$ cat src/edma_pkg.sv
// Constants, field layout and types of the four-channel DMA controller
package edma_pkg;
    localparam int NCH = 4;
    localparam int AW  = 16;

    // Global register offsets
    localparam logic [7:0] OFF_ISTAT = 8'h00;
    localparam logic [7:0] OFF_IMASK = 8'h04;
    localparam logic [7:0] OFF_STAT  = 8'h08;
    // Channel c sits in address group CH_BASE_GRP + c, at 8'h10 + c * 16
    localparam logic [3:0] CH_BASE_GRP = 4'h1;
    localparam logic [3:0] OFF_CTRL    = 4'h0;
    localparam logic [3:0] OFF_SRC     = 4'h4;
    localparam logic [3:0] OFF_DST     = 4'h8;
    localparam logic [3:0] OFF_CNT     = 4'hc;

    // Channel control fields
    localparam int C_EN     = 0;
    localparam int C_BURST2 = 1;
    localparam int C_REP    = 2;
    localparam int C_SINC   = 3;
    localparam int C_DINC   = 4;
    localparam int C_SRLD   = 5;
    localparam int C_DRLD   = 7;
    localparam int C_TRIG   = 9;
    localparam int C_SWREQ  = 11;
    localparam int C_LINK   = 12;
    localparam int C_MATCH  = 13;
    localparam int C_CRC    = 14;
    localparam int C_STD    = 15;
    // Count register fields
    localparam int CNT_MVAL = 16;

    // Reset values
    localparam logic [15:0] CTRL_RST = 16'h0000;
    localparam logic [15:0] ADDR_RST = 16'h0000;
    localparam logic [7:0]  IRQ_RST  = 8'h00;

    // Reload points
    localparam logic [1:0] RLD_NONE  = 2'h0;
    localparam logic [1:0] RLD_BURST = 2'h1;
    localparam logic [1:0] RLD_BLOCK = 2'h2;
    localparam logic [1:0] RLD_TRANS = 2'h3;
    // Trigger sources
    localparam logic [1:0] TRIG_SW     = 2'h0;
    localparam logic [1:0] TRIG_PERIPH = 2'h1;
    localparam logic [1:0] TRIG_EVENT  = 2'h2;

    // Read-only memory window
    localparam logic [15:0] EE_BASE = 16'h1000;

    typedef enum logic [1:0] {
        ST_IDLE,
        ST_RD,
        ST_RWAIT,
        ST_WR
    } edma_state_t;
endpackage : edma_pkg

$ cat src/edma_sync.sv
// Two-stage synchroniser for trigger inputs
`timescale 1ns/100ps
module edma_sync #(
    parameter int W = 8
) (
    // Clock and reset
    input  wire logic         ref_clk_i,
    input  wire logic         reset_n_i,
    // Levels
    input  wire logic [W-1:0] async_i,
    output logic      [W-1:0] sync_o
);
    logic [W-1:0] meta_q;
    logic [W-1:0] meta_d;
    logic [W-1:0] sync_q;
    logic [W-1:0] sync_d;

    always_comb begin
        meta_d = async_i;
        sync_d = meta_q;
    end

    always_ff @(posedge ref_clk_i or negedge reset_n_i) begin
        if (!reset_n_i) begin
            meta_q <= '0;
            sync_q <= '0;
        end else begin
            meta_q <= meta_d;
            sync_q <= sync_d;
        end
    end

    assign sync_o = sync_q;
endmodule : edma_sync

$ cat src/edma_top.sv
// Four-channel DMA controller: registers, channels and transfer engine
//
// The address-and-strobe port and the register addresses were decided locally.
`timescale 1ns/100ps
module edma_top #(
    parameter int unsigned EE_SIZE = 1024
) (
    // Clock and reset
    input  wire logic        ref_clk_i,
    input  wire logic        reset_n_i,
    // Register port
    input  wire logic [7:0]  reg_addr_i,
    input  wire logic [31:0] reg_wdata_i,
    input  wire logic        reg_wr_i,
    input  wire logic        reg_rd_i,
    output logic      [31:0] reg_rdata_o,
    // Trigger inputs
    input  wire logic [3:0]  periph_req_i,
    input  wire logic [3:0]  event_i,
    // Memory and peripheral bus master
    output logic      [15:0] mem_addr_o,
    output logic             mem_rd_o,
    output logic             mem_wr_o,
    output logic      [7:0]  mem_wdata_o,
    input  wire logic [7:0]  mem_rdata_i,
    input  wire logic        mem_rvalid_i,
    // Checksum feed
    output logic      [7:0]  crc_data_o,
    output logic             crc_valid_o,
    // Interrupt
    output logic             irq_o
);
    localparam int N = edma_pkg::NCH;

    function automatic logic [1:0] pick(input logic [3:0] v);
        logic [1:0] r;
        r = 2'h0;
        for (int i = N - 1; i >= 0; i--) begin
            if (v[i]) begin
                r = 2'(i);
            end
        end
        return r;
    endfunction : pick

    function automatic logic [16:0] blk_len(input logic [15:0] v);
        return {(v == 16'h0000), v};
    endfunction : blk_len

    function automatic logic reload(input logic [1:0] m, input logic bu,
                                    input logic bl, input logic tr);
        return (m == edma_pkg::RLD_BURST && bu) ||
               (m == edma_pkg::RLD_BLOCK && bl) ||
               (m == edma_pkg::RLD_TRANS && tr);
    endfunction : reload

    function automatic logic in_ee(input logic [15:0] a);
        return (a >= edma_pkg::EE_BASE) &&
               ({1'b0, a} < {1'b0, edma_pkg::EE_BASE} + 17'(EE_SIZE));
    endfunction : in_ee

    // Channel state
    logic [15:0] ctrl_q   [N];
    logic [15:0] ctrl_d   [N];
    logic [15:0] sbase_q  [N];
    logic [15:0] sbase_d  [N];
    logic [15:0] dbase_q  [N];
    logic [15:0] dbase_d  [N];
    logic [15:0] src_q    [N];
    logic [15:0] src_d    [N];
    logic [15:0] dst_q    [N];
    logic [15:0] dst_d    [N];
    logic [15:0] blk_q    [N];
    logic [15:0] blk_d    [N];
    logic [7:0]  mval_q   [N];
    logic [7:0]  mval_d   [N];
    logic [16:0] left_q   [N];
    logic [16:0] left_d   [N];
    logic [3:0]  rep_q;
    logic [3:0]  rep_d;
    logic [3:0]  busy_q;
    logic [3:0]  busy_d;
    logic [3:0]  pend_q;
    logic [3:0]  pend_d;
    logic [7:0]  trg_prev_q;
    logic [7:0]  trg_prev_d;
    logic [7:0]  istat_q;
    logic [7:0]  istat_d;
    logic [7:0]  imask_q;
    logic [7:0]  imask_d;
    logic [31:0] rdata_q;
    logic [31:0] rdata_d;

    // Engine state
    edma_pkg::edma_state_t st_q;
    edma_pkg::edma_state_t st_d;
    logic [1:0]  ach_q;
    logic [1:0]  ach_d;
    logic        nb_q;
    logic        nb_d;
    logic [7:0]  dat_q;
    logic [7:0]  dat_d;
    logic [7:0]  crc_q;
    logic [7:0]  crc_d;
    logic        crcv_q;
    logic        crcv_d;

    // Engine events and decode
    logic [7:0]  trg_sync;
    logic [7:0]  trg_rise;
    logic [3:0]  elig;
    logic [15:0] actl;
    logic        std_a;
    logic        byte_done;
    logic        err_ev;
    logic        hit;
    logic        last;
    logic        blk_end;
    logic        trans_end;
    logic        ch_ok;
    logic [1:0]  ch_sel;
    logic [3:0]  ch_off;

    edma_sync #(
        .W (8)
    ) u_sync (
        .ref_clk_i (ref_clk_i),
        .reset_n_i (reset_n_i),
        .async_i   ({event_i, periph_req_i}),
        .sync_o    (trg_sync)
    );

    assign trg_rise = trg_sync & ~trg_prev_q;
    assign ch_ok    = reg_addr_i[7:4] >= edma_pkg::CH_BASE_GRP &&
                      reg_addr_i[7:4] < edma_pkg::CH_BASE_GRP + 4'(N) &&
                      reg_addr_i[1:0] == 2'h0;
    assign ch_sel   = 2'(reg_addr_i[7:4] - edma_pkg::CH_BASE_GRP);
    assign ch_off   = reg_addr_i[3:0];

    // Odd partner is absorbed by a standard channel
    always_comb begin
        for (int c = 0; c < N; c++) begin
            elig[c] = pend_q[c] & busy_q[c] &
                      ~((c % 2 == 1) && ctrl_q[c - (c % 2)][edma_pkg::C_STD]);
        end
    end

    assign actl  = ctrl_q[ach_q];
    assign std_a = ~ach_q[0] & actl[edma_pkg::C_STD];
    // Standard channel searches what it reads, peripheral matches what it moves
    assign hit   = actl[edma_pkg::C_MATCH] &&
                   ((std_a ? mem_rdata_i : dat_q) == mval_q[ach_q]);
    assign last  = hit || left_q[ach_q] == 17'd1 ||
                   nb_q == actl[edma_pkg::C_BURST2];
    assign blk_end   = left_q[ach_q] == 17'd1;
    assign trans_end = hit || (blk_end &&
                       (~actl[edma_pkg::C_REP] || rep_q[ach_q]));

    // Transfer engine: one channel owns the bus until its burst ends
    always_comb begin
        st_d      = st_q;
        ach_d     = ach_q;
        nb_d      = nb_q;
        dat_d     = dat_q;
        crc_d     = crc_q;
        crcv_d    = 1'b0;
        byte_done = 1'b0;
        err_ev    = 1'b0;
        mem_rd_o  = 1'b0;
        mem_wr_o  = 1'b0;
        case (st_q)
            edma_pkg::ST_IDLE: begin
                if (elig != 4'h0) begin
                    ach_d = pick(elig);
                    nb_d  = 1'b0;
                    st_d  = edma_pkg::ST_RD;
                end
            end
            edma_pkg::ST_RD: begin
                mem_rd_o = 1'b1;
                st_d     = edma_pkg::ST_RWAIT;
            end
            edma_pkg::ST_RWAIT: begin
                // Slow memory answers later; wait for its valid
                if (mem_rvalid_i) begin
                    dat_d = mem_rdata_i;
                    if (actl[edma_pkg::C_CRC]) begin
                        crc_d  = mem_rdata_i;
                        crcv_d = 1'b1;
                    end
                    if (std_a) begin
                        byte_done = 1'b1;
                        nb_d      = ~nb_q;
                        st_d      = last ? edma_pkg::ST_IDLE
                                         : edma_pkg::ST_RD;
                    end else begin
                        st_d = edma_pkg::ST_WR;
                    end
                end
            end
            edma_pkg::ST_WR: begin
                if (in_ee(dst_q[ach_q])) begin
                    err_ev = 1'b1;
                    st_d   = edma_pkg::ST_IDLE;
                end else begin
                    mem_wr_o  = 1'b1;
                    byte_done = 1'b1;
                    nb_d      = ~nb_q;
                    st_d      = last ? edma_pkg::ST_IDLE
                                     : edma_pkg::ST_RD;
                end
            end
            default: begin
                st_d = edma_pkg::ST_IDLE;
            end
        endcase
    end

    always_ff @(posedge ref_clk_i or negedge reset_n_i) begin
        if (!reset_n_i) begin
            st_q   <= edma_pkg::ST_IDLE;
            ach_q  <= 2'h0;
            nb_q   <= 1'b0;
            dat_q  <= 8'h00;
            crc_q  <= 8'h00;
            crcv_q <= 1'b0;
        end else begin
            st_q   <= st_d;
            ach_q  <= ach_d;
            nb_q   <= nb_d;
            dat_q  <= dat_d;
            crc_q  <= crc_d;
            crcv_q <= crcv_d;
        end
    end

    // Channels, interrupts, registers
    always_comb begin
        logic [1:0] nx;
        logic       bu;
        logic [7:0] iset;
        logic [7:0] iclr;
        nx         = 2'(ach_q + 2'h1);
        bu         = byte_done & last;
        iset       = 8'h00;
        iclr       = 8'h00;
        rep_d      = rep_q;
        busy_d     = busy_q;
        pend_d     = pend_q;
        trg_prev_d = trg_sync;
        imask_d    = imask_q;
        rdata_d    = 32'h0000_0000;
        for (int c = 0; c < N; c++) begin
            ctrl_d[c]  = ctrl_q[c];
            sbase_d[c] = sbase_q[c];
            dbase_d[c] = dbase_q[c];
            src_d[c]   = src_q[c];
            dst_d[c]   = dst_q[c];
            blk_d[c]   = blk_q[c];
            mval_d[c]  = mval_q[c];
            left_d[c]  = left_q[c];
            // Register writes per channel
            if (reg_wr_i && ch_ok && ch_sel == 2'(c)) begin
                case (ch_off)
                    edma_pkg::OFF_CTRL: begin
                        ctrl_d[c] = reg_wdata_i[15:0];
                        ctrl_d[c][edma_pkg::C_SWREQ] = 1'b0;
                        busy_d[c] = reg_wdata_i[edma_pkg::C_EN];
                        pend_d[c] = reg_wdata_i[edma_pkg::C_EN] &
                                    reg_wdata_i[edma_pkg::C_SWREQ];
                        if (reg_wdata_i[edma_pkg::C_EN] && !busy_q[c]) begin
                            src_d[c]  = sbase_q[c];
                            dst_d[c]  = dbase_q[c];
                            left_d[c] = blk_len(blk_q[c]);
                            rep_d[c]  = 1'b0;
                        end
                    end
                    edma_pkg::OFF_SRC: begin
                        sbase_d[c] = reg_wdata_i[15:0];
                        src_d[c]   = reg_wdata_i[15:0];
                    end
                    edma_pkg::OFF_DST: begin
                        dbase_d[c] = reg_wdata_i[15:0];
                        dst_d[c]   = reg_wdata_i[15:0];
                    end
                    edma_pkg::OFF_CNT: begin
                        blk_d[c]  = reg_wdata_i[15:0];
                        mval_d[c] = reg_wdata_i[edma_pkg::CNT_MVAL +: 8];
                    end
                    default: begin
                    end
                endcase
            end
            // Byte moved by the engine on this channel
            if (byte_done && ach_q == 2'(c)) begin
                if (ctrl_q[c][edma_pkg::C_SINC]) begin
                    src_d[c] = src_q[c] + 16'h0001;
                end
                if (ctrl_q[c][edma_pkg::C_DINC]) begin
                    dst_d[c] = dst_q[c] + 16'h0001;
                end
                left_d[c] = left_q[c] - 17'd1;
                if (blk_end && !trans_end) begin
                    rep_d[c]  = 1'b1;
                    left_d[c] = blk_len(blk_q[c]);
                end
                if (reload(ctrl_q[c][edma_pkg::C_SRLD +: 2], bu, blk_end,
                           trans_end)) begin
                    src_d[c] = sbase_q[c];
                end
                if (reload(ctrl_q[c][edma_pkg::C_DRLD +: 2], bu, blk_end,
                           trans_end)) begin
                    dst_d[c] = dbase_q[c];
                end
                if (bu && ctrl_q[c][edma_pkg::C_TRIG +: 2] !=
                          edma_pkg::TRIG_SW) begin
                    pend_d[c] = 1'b0;
                end
                if (trans_end) begin
                    busy_d[c] = 1'b0;
                    pend_d[c] = 1'b0;
                    ctrl_d[c][edma_pkg::C_EN] = 1'b0;
                    iset[c]   = 1'b1;
                end
            end
            if (err_ev && ach_q == 2'(c)) begin
                busy_d[c] = 1'b0;
                pend_d[c] = 1'b0;
                ctrl_d[c][edma_pkg::C_EN] = 1'b0;
                iset[c + N] = 1'b1;
            end
            // Hardware triggers take one burst each; a set beats the burst-end clear but not the transfer-end clear
            if (busy_d[c] &&
                ((ctrl_q[c][edma_pkg::C_TRIG +: 2] == edma_pkg::TRIG_PERIPH &&
                  trg_rise[c]) ||
                 (ctrl_q[c][edma_pkg::C_TRIG +: 2] == edma_pkg::TRIG_EVENT &&
                  trg_rise[c + N]))) begin
                pend_d[c] = 1'b1;
            end
        end
        // Linked successor takes over
        if (byte_done && trans_end && actl[edma_pkg::C_LINK]) begin
            busy_d[nx] = 1'b1;
            pend_d[nx] = 1'b1;
            ctrl_d[nx][edma_pkg::C_EN] = 1'b1;
            src_d[nx]  = sbase_q[nx];
            dst_d[nx]  = dbase_q[nx];
            left_d[nx] = blk_len(blk_q[nx]);
            rep_d[nx]  = 1'b0;
        end
        if (reg_wr_i && reg_addr_i == edma_pkg::OFF_ISTAT) begin
            iclr = reg_wdata_i[7:0];
        end
        if (reg_wr_i && reg_addr_i == edma_pkg::OFF_IMASK) begin
            imask_d = reg_wdata_i[7:0];
        end
        istat_d = (istat_q & ~iclr) | iset;
        if (reg_rd_i) begin
            if (ch_ok) begin
                case (ch_off)
                    edma_pkg::OFF_CTRL: rdata_d = {16'h0000, ctrl_q[ch_sel]};
                    edma_pkg::OFF_SRC:  rdata_d = {16'h0000, src_q[ch_sel]};
                    edma_pkg::OFF_DST:  rdata_d = {16'h0000, dst_q[ch_sel]};
                    edma_pkg::OFF_CNT:  rdata_d = {8'h00, mval_q[ch_sel],
                                                   blk_q[ch_sel]};
                    default:            rdata_d = 32'h0000_0000;
                endcase
            end else if (reg_addr_i == edma_pkg::OFF_ISTAT) begin
                rdata_d = {24'h000000, istat_q};
            end else if (reg_addr_i == edma_pkg::OFF_IMASK) begin
                rdata_d = {24'h000000, imask_q};
            end else if (reg_addr_i == edma_pkg::OFF_STAT) begin
                rdata_d = {24'h000000, pend_q, busy_q};
            end
        end
    end

    always_ff @(posedge ref_clk_i or negedge reset_n_i) begin
        if (!reset_n_i) begin
            for (int c = 0; c < N; c++) begin
                ctrl_q[c]  <= edma_pkg::CTRL_RST;
                sbase_q[c] <= edma_pkg::ADDR_RST;
                dbase_q[c] <= edma_pkg::ADDR_RST;
                src_q[c]   <= edma_pkg::ADDR_RST;
                dst_q[c]   <= edma_pkg::ADDR_RST;
                blk_q[c]   <= 16'h0000;
                mval_q[c]  <= 8'h00;
                left_q[c]  <= 17'h00000;
            end
            rep_q      <= 4'h0;
            busy_q     <= 4'h0;
            pend_q     <= 4'h0;
            trg_prev_q <= 8'h00;
            istat_q    <= edma_pkg::IRQ_RST;
            imask_q    <= edma_pkg::IRQ_RST;
            rdata_q    <= 32'h0000_0000;
        end else begin
            for (int c = 0; c < N; c++) begin
                ctrl_q[c]  <= ctrl_d[c];
                sbase_q[c] <= sbase_d[c];
                dbase_q[c] <= dbase_d[c];
                src_q[c]   <= src_d[c];
                dst_q[c]   <= dst_d[c];
                blk_q[c]   <= blk_d[c];
                mval_q[c]  <= mval_d[c];
                left_q[c]  <= left_d[c];
            end
            rep_q      <= rep_d;
            busy_q     <= busy_d;
            pend_q     <= pend_d;
            trg_prev_q <= trg_prev_d;
            istat_q    <= istat_d;
            imask_q    <= imask_d;
            rdata_q    <= rdata_d;
        end
    end

    // Source address to read, destination to write
    assign mem_addr_o  = (st_q == edma_pkg::ST_WR) ? dst_q[ach_q]
                                                   : src_q[ach_q];
    assign mem_wdata_o = dat_q;
    assign crc_data_o  = crc_q;
    assign crc_valid_o = crcv_q;
    assign reg_rdata_o = rdata_q;
    assign irq_o       = |(istat_q & imask_q);
endmodule : edma_top

$ cat config.mk
export PLATFORM = sky130hd
export DESIGN_NAME = edma_top
export DESIGN_NICKNAME = d
export VERILOG_FILES = /design/src/edma_pkg.sv /design/src/edma_sync.sv /design/src/edma_top.sv
export SDC_FILE = /design/constraint.sdc
export NUM_CORES = 2
export LEC_CHECK = 0
export BUFFER_PORTS_ARGS = -buffer_cell sky130_fd_sc_hd__buf_2
export CELL_PAD_IN_SITES_DETAIL_PLACEMENT = 0
export CELL_PAD_IN_SITES_GLOBAL_PLACEMENT = 1
export CORE_ASPECT_RATIO = 1.2
export CORE_UTILIZATION = 45
export DETAILED_ROUTE_END_ITERATION = 10
export PLACE_DENSITY_LB_ADDON = 0.1
export SETUP_SLACK_MARGIN = 0.15
export SKIP_CTS_REPAIR_TIMING = 1
export SLEW_MARGIN = 10
export SYNTH_ARGS = -nofsm -noshare
export SYNTH_HDL_FRONTEND = slang
export SYNTH_HIERARCHICAL = 1
export SYNTH_SLANG_ARGS = --single-unit
export TNS_END_PERCENT = 20
$ cat constraint.sdc
create_clock -name ref_clk_i -period 4.6 [get_ports ref_clk_i]
set_input_delay 0.92 -clock ref_clk_i [delete_from_list [all_inputs] [get_ports ref_clk_i]]
set_output_delay 0.92 -clock ref_clk_i [all_outputs]
set_load 0.01 [all_outputs]
==> flow_metrics.env <==
export IMPL_critPathKind="reg -> reg"
export IMPL_cp_top_family="simple AND/OR/NAND/NOR gates"
export IMPL_h_tree_depth=3
export IMPL_cts_tree="done"
export IMPL_worst_slew_pin_transition_ns=1.40
export IMPL_total_power_mw=14.2
export IMPL_worstHoldPathType="in -> async"
export IMPL_seq_area_frac_synth=0.401
export IMPL_ys_top_cells_by_area="dfrtp_1 (40%), mux4_2 (8.4%), mux2_2 (6.3%), nand2_1 (5.0%), o21ai_0 (4.8%)"
export IMPL_remaining_drc_errors=0
export IMPL_chipWidth_um=260
export IMPL_cp_slowest_cell="dfrtp_4"
export IMPL_peakVddDrop_mv=0.275
export IMPL_cp_startpoint="ach_q[0]"
export IMPL_grt_pass1_vias=33200
export IMPL_dr_total_vias=34500
export IMPL_fp_dieArea_mm2=0.0813
export IMPL_maxCapViolations=0
export IMPL_detail_route_wl_per_cell_um=32.6
export IMPL_tns_ns=0
export IMPL_synth_ff_type="dfrtp_1"
export IMPL_power_per_cell_area_mw_per_mm2=347
export IMPL_final_cell_count_no_fill=4956
export IMPL_setup_viol=0
export IMPL_outcome="finished clean"
export IMPL_grt_overflow=0
export IMPL_pin_count=129
export IMPL_cp_arrival_ns=4.89
export IMPL_synth_commonest_cells="dfrtp_1 (578), nand2_1 (477), o21ai_0 (346)"
export IMPL_syn_avg_cell_area_um2=9.56
export IMPL_multi_input_comb_area_mm2=0.0202
export IMPL_startpoint_type="flip-flop"
export IMPL_fill_cells=7272
export IMPL_dp_hpwl_um=114000
export IMPL_clk_latency_ns=0.64
export IMPL_grt_max_degree=90
export IMPL_clk_path_buf_depth=3
export IMPL_netlist_area_mm2=0.0361
export IMPL_synthMostInstantiatedCell="dfrtp_1"
export IMPL_wirelength_um=162000
export IMPL_worstPathRequired_ns=5.11
export IMPL_crit_chain="mux4_2, or3_1, a222oi_1, and4_1, o221a_2, or2_1, and2_1, a221oi_1, mux2_2"
export IMPL_yosysWarnings=6
export IMPL_synth_edf_count=0
export IMPL_initial_core_util=0.456
export IMPL_die_h_um=312
export IMPL_antenna_found_initial=10
export IMPL_synth_top_cell_area_share=0.401
export IMPL_ys_ff_latch=578
export IMPL_slew_headroom=0.0630
export IMPL_grt_pass1_wl_um=233000
export IMPL_place_congestion=0.999
export IMPL_final_nets=3950
export IMPL_synthToLayoutAreaGrowth_pct=13.4
export IMPL_clkTransAtPathRegs_ns=0.07
export IMPL_placement_io_buffers=112
export IMPL_cts_sinks=578
export IMPL_max_stage_delay_ns=0.70
export IMPL_fin_area_mm2=0.0409
export IMPL_synth_top_area_cell="dfrtp_1"
export IMPL_end_kind="flip-flop"
export IMPL_vias_per_cell=6.95
export IMPL_timing_critical_path_buf_inv=0
export IMPL_coreArea_mm2=0.0792
export IMPL_timing_rr_start="ach_q[0]"
export IMPL_ys_async_sr_fraction=1.00
export IMPL_cts_buffers=69
export IMPL_place_area_mm2=0.0386
export IMPL_drive_above_1_share=0.214
export IMPL_timing_final_crit_share=0.952
export IMPL_period_needed_ns=4.38
export IMPL_rsz0062_at_grt="true"
export IMPL_path_max_fanout=16
export IMPL_placed_cells=4827
export IMPL_clock_fmax_mhz=228
export IMPL_ys_types=90
export IMPL_first_pass_iters=10
export IMPL_drt_iter0_markers=5229
export IMPL_cts_root_buf="clkbuf_16"
export IMPL_slew_violations=0
export IMPL_seq_area_mm2=0.0145
export IMPL_finClkSkew_ns=0.0249
export IMPL_rows=113
export IMPL_syn_instance_count=3773
export IMPL_leakagePower_nw=17.6
export IMPL_finalHoldViolations=0
export IMPL_grt_util_all_layers=0.395
export IMPL_ant_nets=0
==> cell type report <==
| cell class | count | area share |
|---|---|---|
| antenna | 7 | 0.000428 |
| clock buffer | 95 | 0.0473 |
| clock inverter | 27 | 0.00814 |
| inverter | 64 | 0.00587 |
| multi-input combinational | 2832 | 0.495 |
| sequential | 578 | 0.354 |
| tap | 1035 | 0.0317 |
| timing repair buffer | 318 | 0.0580 |
==> metrics by stage <==
step / setup slack, ns / util / hold WS (ns)
6_report: 0.219 / 0.517 / 0.348
5_1_grt: 0.0761 / 0.516 / 0.358
4_1_cts: 0.136 / 0.516 / 0.349
3_5_place_dp: 0.146 / 0.488 / 0.335
3_3_place_gp: 0.203 / 0.488 / 0.332
2_1_floorplan: 0.0788 / - / 0.331
==> report_power, final <==
part           leakage [nW]  switching [mW]  internal, mW
Clock                  1.12            2.39          3.25
Combinational          8.75            1.70          1.08
Sequential             7.73           0.429          5.33
Total                  17.6            4.51          9.66
==> worst paths after layout <==
kind	end	slack (ns)	depth (start not counted)
min in group ref_clk_i	u_sync/sync_o[6]	0.35	0
max in group asynchronous	ach_q[0]	3.06	2
worst max-delay path	src_q[16]	0.22	9
worst min register to register	u_sync/sync_o[6]	0.35	0
worst min-delay path	dbase_q[62]	0.35	1
worst max register to register	src_q[16]	0.22	9
==> routing by layer <==
metal / routed length [um] / vias up / track usage
met5: 41 / - / 0
met4: 11900 / 6 / 0.260
met3: 16900 / 539 / 0.0861
met2: 72200 / 2356 / 0.597
met1: 60700 / 17200 / 0.508
li1: - / 14400 / -
==> registers in the layout (all words and copies together), names as in the netlist, 24 cells and up <==
register	count
src_q	64
reg_rdata_o	24
mval_q	32
blk_q	64
ctrl_q	60
dst_q	64
sbase_q	64
dbase_q	64
left_q	68
==> placed cells by master, fill, tap and decap left out, drive strengths merged, types with 16 or more instances in the layout <==
master	synthesis	routed
a31oi	24	24
a21oi	199	199
and3	85	85
dfrtp	578	578
nand3	130	130
clkbuf	221	95
inv	63	66
a22o	16	16
xor2	43	43
nor4	27	27
nand2b	29	29
nand4	32	32
a221oi	46	46
clkinv	1	18
xnor2	59	59
nor2	205	205
ha	26	26
a22oi	40	40
and2	31	31
nand2	477	477
a222oi	98	98
nor2b	35	35
o211ai	26	26
a211oi	34	34
o22ai	41	41
mux2i	74	74
o21ai	368	368
o21a	22	22
mux2	202	202
o221ai	41	41
or3	32	32
mux4	135	135
or2	33	33
nor3	75	75
buf	85	318
a32oi	17	17
a221o	17	17
==> cells by family (layout without fill, tap and decap cells) <==
family          count (synthesis)  after routing  synth area share
buf+inv                       370            504            0.0419
xor+xnor                      102            102            0.0248
other cells                     1             15          0.000104
simple gates                 1227           1227             0.161
fa+ha+maj                      26             26           0.00902
mux                           411            411             0.168
compound gates               1058           1058             0.194
flops                         578            578             0.401
Power figures use the tool's default switching activity.
